--- src/onset_alloc_pkg.sv ---
// constants, types and field layouts for the onset field allocator
// assumes a single 40 MHz frame-processing clock shared with the packer
`default_nettype none

package onset_alloc_pkg;

	localparam int MAX_SUB = 5;
	localparam logic [2:0] NARROW_LAST_SUB = 3'h3;
	localparam logic [2:0] WIDE_LAST_SUB = 3'h4;

	// lag limits in whole samples; lags arrive in half-sample units
	localparam int LAG_FRAC_SHIFT = 1;
	localparam int A1_LAG_MIN = 34;
	localparam int WIDE_LAG_MIN = 42;
	localparam int D4_LAG_MAX = 231;
	localparam int ABS_LAG_MIN = 34;
	localparam int ABS_LAG_MAX = 231;

	// field widths in bits
	localparam logic [3:0] A1_W = 4'h6;
	localparam logic [3:0] B2_W = 4'h7;
	localparam logic [3:0] C3_W = 4'h7;
	localparam logic [3:0] D4_W = 4'h7;
	localparam logic [3:0] F3_W = 4'h5;
	localparam logic [3:0] ABS9_W = 4'h9;
	localparam logic [3:0] W1_W = 4'h6;
	localparam logic [3:0] W2_W = 4'h8;
	localparam logic [3:0] ABS10_W = 4'hA;
	localparam logic [3:0] DELTA_LO_W = 4'h5;
	localparam logic [3:0] DELTA_HI_W = 4'h6;
	localparam logic [3:0] GAIN_VQ_W = 4'h6;
	localparam logic [3:0] GAIN_SQ_W = 4'hC;
	localparam logic [3:0] CORR_W = 4'h3;
	localparam logic [3:0] ALG_HI_W = 4'h6;

	// configuration prefix codes, sent msb first, right aligned
	localparam logic [3:0] NARROW_CODE [7] = '{4'h1, 4'h5, 4'h4, 4'h3,
		4'h1, 4'h1, 4'h0};
	localparam logic [3:0] NARROW_CODE_LEN [7] = '{4'h1, 4'h4, 4'h4,
		4'h3, 4'h3, 4'h4, 4'h4};
	localparam logic [3:0] WIDE_CODE [5] = '{4'h0, 4'h1, 4'h2, 4'h6, 4'h7};
	localparam logic [3:0] WIDE_CODE_LEN [5] = '{4'h2, 4'h2, 4'h2, 4'h3,
		4'h3};
	localparam int WIDE_CFG_COUNT = 5;

	// correction-factor search: gain = xz / (offset + zz)
	localparam real GAIN_OFFSET = 0.01;
	localparam int ENERGY_FRAC = 12;
	localparam int ENERGY_OFFSET_Q = int'(GAIN_OFFSET * 4096.0);
	localparam int GAIN_FRAC = 8;
	localparam int DIV_STEPS = 32;
	localparam logic [5:0] DIV_LAST = 6'h1F;
	localparam int TABLE_FRAC = 12;
	localparam int CORR_ENTRIES = 8;
	localparam logic [15:0] CORR_TABLE [CORR_ENTRIES] = '{16'h0200,
		16'h0400, 16'h0600, 16'h0800, 16'h0A00, 16'h0C00, 16'h0E00,
		16'h1000};

	typedef enum logic [2:0] {ONSET_CFG_A, ONSET_CFG_B, ONSET_CFG_C,
		ONSET_CFG_D, ONSET_CFG_E, ONSET_CFG_F, ONSET_CFG_G} onset_cfg_t;
	typedef enum logic [1:0] {FIELD_CFG, FIELD_PITCH, FIELD_GAIN}
		field_kind_t;
	typedef enum logic [3:0] {RANGE_NONE, RANGE_A1, RANGE_B2, RANGE_C3,
		RANGE_D4, RANGE_ABS, RANGE_W1, RANGE_W2, RANGE_DELTA} lag_range_t;

	typedef struct packed {
		logic wide;
		logic [2:0] cfg;
		logic hi_rate;
		logic delta6;
		logic [7:0] pulse_pos;
		logic [7:0] sub_len;
	} frame_t;

	typedef struct packed {
		logic [9:0] lag_half;
		logic [5:0] delta_idx;
		logic [5:0] vq_idx;
		logic [11:0] sq_idx;
		logic [5:0] alg_sq_idx;
		logic signed [23:0] xz;
		logic [23:0] zz;
		logic [15:0] pred_gain;
	} sub_t;

	typedef struct packed {
		field_kind_t kind;
		logic [3:0] width;
		logic [15:0] value;
	} field_t;

	typedef struct packed {
		lag_range_t range;
		logic [3:0] lag_w;
		logic alg_only;
		logic force_sq;
	} plan_t;

endpackage

`default_nettype wire

--- src/onset_field_allocator.sv ---
// onset frame pitch and gain field allocator, one frame at a time
// assumes the packer and the frame source run on clk; no pin inputs
`default_nettype none

module onset_field_allocator (
	input wire logic clk,
	input wire logic rst_b,
	input wire logic start,
	input wire onset_alloc_pkg::frame_t frame_in,
	input wire onset_alloc_pkg::sub_t sub_in [onset_alloc_pkg::MAX_SUB],
	input wire logic field_ready,
	output onset_alloc_pkg::field_t field,
	output logic field_valid,
	output logic busy,
	output logic done
);
	import onset_alloc_pkg::*;

	typedef enum {S_IDLE, S_CODE, S_PITCH, S_DIV, S_CORR, S_GAIN, S_DONE}
		state_t;

	state_t state;
	state_t next_state;
	frame_t frm;
	sub_t subs [MAX_SUB];
	logic [2:0] sf;
	logic [2:0] next_sf;
	field_t next_field;
	logic next_valid;
	logic go_sub;
	logic go_gain;
	logic [24:0] rem;
	logic [31:0] dvd;
	logic [31:0] quo;
	logic [5:0] cnt;

	// a plan entry for one lag field
	function automatic plan_t lag_plan(lag_range_t r, logic [3:0] w);
		plan_t p;
		p.range = r;
		p.lag_w = w;
		p.alg_only = 1'b0;
		p.force_sq = 1'b0;
		return p;
	endfunction

	// what one subframe carries for a given configuration
	function automatic plan_t sub_plan(frame_t f, logic [2:0] s);
		plan_t p;
		plan_t alg;
		logic [3:0] dw;
		int c;
		int a;
		alg = lag_plan(RANGE_NONE, 4'h0);
		alg.alg_only = 1'b1;
		p = lag_plan(RANGE_NONE, 4'h0);
		dw = f.delta6 ? DELTA_HI_W : DELTA_LO_W;
		c = int'(f.cfg);
		a = (c > 2) ? c : 2;
		if (f.wide) begin
			if (int'(s) < c) begin
				p = alg;
			end else if (int'(s) == a) begin
				p = lag_plan(RANGE_ABS, ABS10_W);
				p.force_sq = (c == WIDE_CFG_COUNT - 1);
			end else if (int'(s) > a) begin
				p = lag_plan(RANGE_DELTA, DELTA_HI_W);
			end else if (s == 3'h0 || c == 1) begin
				p = lag_plan(RANGE_W1, W1_W);
			end else begin
				p = lag_plan(RANGE_W2, W2_W);
			end
		end else begin
			case (onset_cfg_t'(f.cfg))
				ONSET_CFG_A: begin
					if (s == 3'h0)
						p = lag_plan(RANGE_A1, A1_W);
					else
						p = lag_plan(RANGE_DELTA, dw);
				end
				ONSET_CFG_B: begin
					if (s == 3'h1)
						p = lag_plan(RANGE_B2, B2_W);
					else if (s > 3'h1)
						p = lag_plan(RANGE_DELTA, DELTA_HI_W);
				end
				ONSET_CFG_C: begin
					if (s == 3'h1)
						p = alg;
					else if (s == 3'h2)
						p = lag_plan(RANGE_C3, C3_W);
					else if (s == 3'h3)
						p = lag_plan(RANGE_DELTA, dw);
				end
				ONSET_CFG_D: begin
					if (s == 3'h1 || s == 3'h2)
						p = alg;
					else if (s == 3'h3)
						p = lag_plan(RANGE_D4, D4_W);
				end
				ONSET_CFG_E: begin
					if (s == 3'h0)
						p = alg;
					else if (s == 3'h2)
						p = lag_plan(RANGE_ABS, ABS9_W);
					else if (s == 3'h3)
						p = lag_plan(RANGE_DELTA, dw);
				end
				ONSET_CFG_F: begin
					if (s < 3'h2)
						p = alg;
					else if (s == 3'h2)
						p = lag_plan(RANGE_ABS, F3_W);
					else
						p = lag_plan(RANGE_ABS, ABS9_W);
				end
				default: begin
					// code 7 is illegal and is treated as the last config
					if (s < 3'h3) begin
						p = alg;
					end else begin
						p = lag_plan(RANGE_ABS, ABS9_W);
						p.force_sq = 1'b1;
					end
				end
			endcase
		end
		return p;
	endfunction

	// lag field value: clamp to the allowed range, offset from its floor
	function automatic logic [15:0] pitch_value(plan_t p, sub_t s,
		frame_t f);
		int n;
		int k;
		int lo;
		int hi;
		int lag;
		int v;
		int top;
		n = int'(f.sub_len);
		k = int'(f.pulse_pos);
		lo = 0;
		hi = 0;
		case (p.range)
			RANGE_A1: begin
				lo = A1_LAG_MIN;
				hi = n;
			end
			RANGE_B2: begin
				lo = (n - k < A1_LAG_MIN) ? n - k : A1_LAG_MIN;
				hi = 2 * n - 1 - k;
			end
			RANGE_C3: begin
				lo = 2 * n - 1 - k;
				hi = 3 * n - 1 - k;
			end
			RANGE_D4: begin
				lo = 3 * n - k;
				hi = D4_LAG_MAX;
			end
			RANGE_W1: begin
				lo = WIDE_LAG_MIN;
				hi = n;
			end
			RANGE_W2: begin
				lo = WIDE_LAG_MIN;
				hi = 2 * n;
			end
			default: begin
				lo = ABS_LAG_MIN;
				hi = ABS_LAG_MAX;
			end
		endcase
		top = (1 << p.lag_w) - 1;
		if (p.range == RANGE_DELTA) begin
			v = int'(s.delta_idx);
		end else begin
			lag = int'(s.lag_half);
			lo = lo << LAG_FRAC_SHIFT;
			hi = hi << LAG_FRAC_SHIFT;
			if (hi < lo)
				hi = lo;
			if (lag < lo)
				lag = lo;
			if (lag > hi)
				lag = hi;
			v = lag - lo;
		end
		if (v > top)
			v = top;
		if (v < 0)
			v = 0;
		return v[15:0];
	endfunction

	// gain field when no search is needed
	function automatic field_t gain_field(plan_t p, sub_t s, frame_t f);
		field_t g;
		g.kind = FIELD_GAIN;
		if (p.alg_only) begin
			g.width = ALG_HI_W;
			g.value = {10'h000, s.alg_sq_idx};
		end else if (p.force_sq || f.hi_rate) begin
			g.width = GAIN_SQ_W;
			g.value = {4'h0, s.sq_idx};
		end else begin
			g.width = GAIN_VQ_W;
			g.value = {10'h000, s.vq_idx};
		end
		return g;
	endfunction

	// configuration prefix code
	function automatic field_t code_field(frame_t f);
		field_t c;
		int i;
		c.kind = FIELD_CFG;
		if (f.wide) begin
			i = (int'(f.cfg) < WIDE_CFG_COUNT) ? int'(f.cfg) :
				WIDE_CFG_COUNT - 1;
			c.width = WIDE_CODE_LEN[i];
			c.value = {12'h000, WIDE_CODE[i]};
		end else begin
			i = (f.cfg == 3'h7) ? 6 : int'(f.cfg);
			c.width = NARROW_CODE_LEN[i];
			c.value = {12'h000, NARROW_CODE[i]};
		end
		return c;
	endfunction

	function automatic logic [2:0] count_ones(logic [6:0] v);
		logic [2:0] n;
		n = 3'h0;
		for (int i = 0; i < 7; i++)
			n = n + {2'h0, v[i]};
		return n;
	endfunction

	// plans for the current and the following subframe
	logic [2:0] nxt_sub;
	plan_t plan_c;
	plan_t plan_n;
	plan_t plan_g;
	sub_t sub_g;
	logic last_sub;
	logic need_div;
	assign nxt_sub = (state == S_CODE) ? 3'h0 : sf + 3'h1;
	assign plan_c = sub_plan(frm, sf);
	assign plan_n = sub_plan(frm, nxt_sub);
	assign plan_g = go_sub ? plan_n : plan_c;
	assign sub_g = go_sub ? subs[nxt_sub] : subs[sf];
	assign last_sub = sf == (frm.wide ? WIDE_LAST_SUB : NARROW_LAST_SUB);
	// the wide high rate sends the upstream 6-bit index, no search
	assign need_div = plan_g.alg_only && !(frm.wide && frm.hi_rate);

	// restoring division, one quotient bit per clock
	logic [25:0] den;
	logic [25:0] rem_sh;
	logic fits;
	logic [25:0] next_rem;
	logic [31:0] dividend;
	logic [15:0] g_opt;
	assign den = 26'(subs[sf].zz) + 26'(ENERGY_OFFSET_Q);
	assign rem_sh = {rem, dvd[31]};
	assign fits = rem_sh >= den;
	assign next_rem = fits ? rem_sh - den : rem_sh;
	// a negative correlation gives zero gain rather than a signed quotient
	assign dividend = subs[next_sf].xz[23] ? 32'h0 :
		{subs[next_sf].xz, 8'h00};
	assign g_opt = (|quo[31:16]) ? 16'hFFFF : quo[15:0];

	// midpoint thresholds scaled by the predicted gain
	logic [6:0] above;
	logic [2:0] corr_idx;
	genvar gi;
	generate
		for (gi = 0; gi < CORR_ENTRIES - 1; gi++) begin : g_thr
			logic [16:0] mid;
			logic [31:0] prod;
			assign mid = ({1'b0, CORR_TABLE[gi]} +
				{1'b0, CORR_TABLE[gi + 1]}) >> 1;
			assign prod = {16'h0000, mid[15:0]} *
				{16'h0000, subs[sf].pred_gain};
			assign above[gi] = {4'h0, g_opt} >=
				prod[TABLE_FRAC +: 20];
		end
	endgenerate
	assign corr_idx = count_ones(above);

	// sequencing of code, lag and gain fields
	always_comb begin
		next_state = state;
		next_sf = sf;
		next_field = field;
		next_valid = field_valid;
		go_sub = 1'b0;
		go_gain = 1'b0;
		unique case (state)
			S_IDLE: begin
				if (start) begin
					next_state = S_CODE;
					next_field = code_field(frame_in);
					next_valid = 1'b1;
					next_sf = 3'h0;
				end
			end
			S_CODE: begin
				if (field_ready) begin
					next_valid = 1'b0;
					go_sub = 1'b1;
				end
			end
			S_PITCH: begin
				if (field_ready) begin
					next_valid = 1'b0;
					go_gain = 1'b1;
				end
			end
			S_GAIN: begin
				if (field_ready) begin
					next_valid = 1'b0;
					if (last_sub)
						next_state = S_DONE;
					else
						go_sub = 1'b1;
				end
			end
			S_DIV: begin
				if (cnt == DIV_LAST)
					next_state = S_CORR;
			end
			S_CORR: begin
				next_state = S_GAIN;
				next_field = '{FIELD_GAIN, CORR_W, {13'h0000, corr_idx}};
				next_valid = 1'b1;
			end
			S_DONE: begin
				next_state = S_IDLE;
			end
		endcase
		if (go_sub) begin
			next_sf = nxt_sub;
			if (plan_n.lag_w != 4'h0) begin
				next_state = S_PITCH;
				next_field = '{FIELD_PITCH, plan_n.lag_w,
					pitch_value(plan_n, subs[nxt_sub], frm)};
				next_valid = 1'b1;
			end else begin
				go_gain = 1'b1;
			end
		end
		if (go_gain) begin
			if (need_div) begin
				next_state = S_DIV;
			end else begin
				next_state = S_GAIN;
				next_field = gain_field(plan_g, sub_g, frm);
				next_valid = 1'b1;
			end
		end
	end

	// control and output registers
	always_ff @(posedge clk or negedge rst_b) begin
		if (!rst_b) begin
			state <= S_IDLE;
			sf <= 3'h0;
			field <= '{FIELD_CFG, 4'h0, 16'h0000};
			field_valid <= 1'b0;
			busy <= 1'b0;
			done <= 1'b0;
		end else begin
			state <= next_state;
			sf <= next_sf;
			field <= next_field;
			field_valid <= next_valid;
			busy <= next_state != S_IDLE;
			done <= next_state == S_DONE;
		end
	end

	// frame parameters are caught once so the source may move on
	always_ff @(posedge clk or negedge rst_b) begin
		if (!rst_b) begin
			frm <= '0;
			for (int i = 0; i < MAX_SUB; i++)
				subs[i] <= '0;
		end else if (state == S_IDLE && start) begin
			frm <= frame_in;
			for (int i = 0; i < MAX_SUB; i++)
				subs[i] <= sub_in[i];
		end
	end

	// divider state; loaded on entry, stepped while dividing
	always_ff @(posedge clk or negedge rst_b) begin
		if (!rst_b) begin
			rem <= '0;
			dvd <= '0;
			quo <= '0;
			cnt <= '0;
		end else if (next_state == S_DIV && state != S_DIV) begin
			rem <= '0;
			dvd <= dividend;
			quo <= '0;
			cnt <= '0;
		end else if (state == S_DIV) begin
			rem <= next_rem[24:0];
			dvd <= {dvd[30:0], 1'b0};
			quo <= {quo[30:0], fits};
			cnt <= cnt + 6'h1;
		end
	end

endmodule

`default_nettype wire

--- config.mk ---
export PLATFORM = sky130hd
export DESIGN_NAME = onset_field_allocator
export DESIGN_NICKNAME = d
export VERILOG_FILES = /design/src/onset_alloc_pkg.sv /design/src/onset_field_allocator.sv
export SDC_FILE = /design/constraint.sdc
export NUM_CORES = 2
export LEC_CHECK = 0
export BUFFER_PORTS_ARGS = -buffer_cell sky130_fd_sc_hd__buf_2
export CORE_ASPECT_RATIO = 1.4
export CORE_MARGIN = 10
export CORE_UTILIZATION = 45
export CTS_CLUSTER_SIZE = 12
export DETAILED_ROUTE_END_ITERATION = 8
export GPL_ROUTABILITY_DRIVEN = 0
export SYNTH_ARGS = -nofsm -noshare
export SYNTH_HDL_FRONTEND = slang
export SYNTH_SLANG_ARGS = --single-unit
--- constraint.sdc ---
create_clock -name clk -period 19.15 [get_ports clk]
set_input_delay 2.8725 -clock clk [delete_from_list [all_inputs] [get_ports clk]]
set_output_delay 2.8725 -clock clk [all_outputs]
set_load 0.05 [all_outputs]
==> reports/metrics.yaml <==
outcome:
  status: "finished, final reports clean"
die:
  pin_count: 571
  fp.dieH_um: 411
  die-area_mm2: 0.123
  die_w_um: 299
  start_util_pct: 45.3
  coreArea_mm2: 0.109
  rows: 143
flow_run:
  maxCapViolCount: 0
detailed_routing:
  route.vias.total: 45000
  ant_nets: 0
  drtIter0Drc: 3480
  dr.pass1.iters: 6
  wire_per_inst_um: 22.4
  drc: 0
  drt_wl_total_mm: 177
  via_per_inst: 5.71
final_layout:
  syn_to_final_growth_pct: 13.6
  drive_gt1_share_pct: 14.0
  fin_nets: 7463
clock_network:
  worstSkewPairLatency_ps: 700
  htreeDepth: 3
  clockBufferDepth: 3
  ctsHoldBuffers: 0
  cts.sinks: 689
  ctsResizeCount: 0
  post-cts-setup-buffer-count: 0
  cts-buffers-inserted: 76
  cts_tree: "yes"
  clk_pin_slew_ps: 60
  cts-root-buf: "clkbuf_16"
timing:
  hold_violations: 0
  period_needed_ps: 16500
  worst_pin_slew_ps: 1150
  drv_slew: 0
  finalClockSkew_ps: 41.8
  rsz0062_at_grt: "false"
  finalCritPeriodShare_pct: 86.2
  setup_viol: 0
  slew_headroom_pct: 23.1
  fmax_ghz: 0.0606
  finalSetupTns_ps: 0
logic_synthesis:
  synth_top_cell_by_area: "dfrtp_1"
  yosysSeqAreaShare_pct: 35.0
  netlist_area_mm2: 0.0492
  synth_most_common_cell: "nand2_1"
  synth-async-reset-ratio_pct: 100
  synthCells: 5950
  synthDominantCellAreaShare_pct: 35.0
  synth.top_cells.by_area: "dfrtp_1 35%, nand2_1 15%, ha_1 12%"
  ys.flop_type: "dfrtp_1"
  synthTopCellsByCount: "1927 x nand2_1, 689 x dfrtp_1, 469 x ha_1"
  synth_edf_count: 0
  synth_cell_type_count: 88
  synth_seq_cells: 689
  avgSynthCellArea_um2: 8.27
  ys.warnings.count: 0
critical_path:
  crit_path_start_kind: "flip-flop"
  r2r-start: "sf[1]"
  r2r_end: "field[3]"
  crit_path_top_delay_cell: "ha_1"
  worstRegToRegCells: 59
  slowest_delay_ps: 980
  path_max_fanout: 42
  critPathCaptureType: "flip-flop"
  r2r_slack_ps: 2650
  cp.arrival_ps: 17030
  worstSetupPathType: "reg2reg"
  crit_required_ps: 19680
global_routing:
  antenna_found_initial: 22
  grt_max_degree: 203
  track_usage_pct: 27.9
  grt_pass1_vias: 45300
  grt_overflow: 0
  grt_pass1_wl_mm: 269
placed_design:
  port_buffers: 570
  hpwl_mm: 133
hold_path:
  hold-path-cell-count: 0
  min_from: "state[23]"
  worstHoldPathType: "reg2reg"
  hold_path_end: "state[23]"
[cells by family (layout without fill, tap and decap cells)]
kind of cell             after synthesis  in the layout  synth area share [%]
AO/OA/AOI/OAI                       1229           1229                  17.0
buffers and inverters                589           1029                  4.56
other                                  2             36                0.0153
AND/OR/NAND/NOR                     2615           2615                  22.2
flip-flops                           689            689                  35.0
XOR/XNOR                             173            173                  3.08
adder cells (fa/ha/maj)              551            551                  15.2
multiplexers                         102            102                  2.92
[layer usage]
| layer | track usage (%) | vias up | part of all wire, % |
|---|---|---|---|
| li1 | - | 21200 | - |
| met1 | 34.2 | 21600 | 40 |
| met2 | 47.4 | 1667 | 48 |
| met3 | 5.41 | 421 | 7.1 |
| met4 | 11.8 | 34 | 4.4 |
| met5 | 0 | - | 0.12 |
[layout make-up]
| type | instances | area, um^2 |
|---|---|---|
| Antenna cell | 5 | 12.5 |
| Clock buffer | 107 | 2110 |
| Clock inverter | 23 | 343 |
| Fill cell | 10600 | 52700 |
| Inverter | 261 | 981 |
| Multi-Input combinational cell | 4701 | 30000 |
| Sequential cell | 689 | 17300 |
| Tap cell | 1450 | 1810 |
| Timing Repair Buffer | 638 | 3410 |
[sequential cells by signal (all words and copies together) (netlist names)]
signal / count
busy: 1
cnt: 6
frm: 22
field: 22
state: 32
done: 1
quo: 32
rem: 25
dvd: 24
field_valid: 1
sf: 3
subs: 520
[worst max-delay path, delay by kind of cell, from the launching register on]
| kind | cells | cell delay [ps] |
|---|---|---|
| multiplexers | 2 | 710 |
| flip-flops | 1 | 720 |
| buffers and inverters | 4 | 1310 |
| adder cells (fa/ha/maj) | 6 | 2210 |
| AO/OA/AOI/OAI | 33 | 7510 |
| AND/OR/NAND/NOR | 14 | 3820 |
[worst max-delay path by stage]
| stage | from | end | depth (start not counted) |
|---|---|---|---|
| floorplan | sf[1] | field[3] | 72 |
| global placement | sf[1] | field[10] | 56 |
| detailed placement | sf[1] | field[3] | 57 |
| CTS | sf[1] | field[3] | 57 |
| global route | sf[1] | field[3] | 59 |
| finish | sf[1] | field[3] | 59 |
[placed cells by master, fill, tap and decap left out, drive strengths merged, types with 49 or more instances in the layout]
cell type	netlist	layout
xnor2	111	111
o21ai	230	230
mux2i	56	56
nand2b	49	49
nand2	1927	1927
nand3	65	65
inv	257	264
o22ai	87	87
xor2	62	62
nor3b	52	52
nor3	68	68
dfrtp	689	689
a22oi	58	58
fa	81	81
a21o	122	122
a21oi	280	280
ha	469	469
clkbuf	288	107
buf	40	638
nor2	239	239
[stage by stage]
step	utilization [%]	hold slack (ps)	worst slack [ps]	cell area (um^2)	instances
floorplan	-	429	3540	49300	5979
global placement	49.2	366	3420	53500	7739
detailed placement	49.2	367	3090	53500	7739
CTS	51.5	380	2970	55900	7869
global route	51.5	389	1650	55900	7872
finish	51.5	376	2650	55900	7874
Power is left out: the tool's default activity adds up to more than one toggle a clock period on the data nets, which glitch-free logic cannot reach.
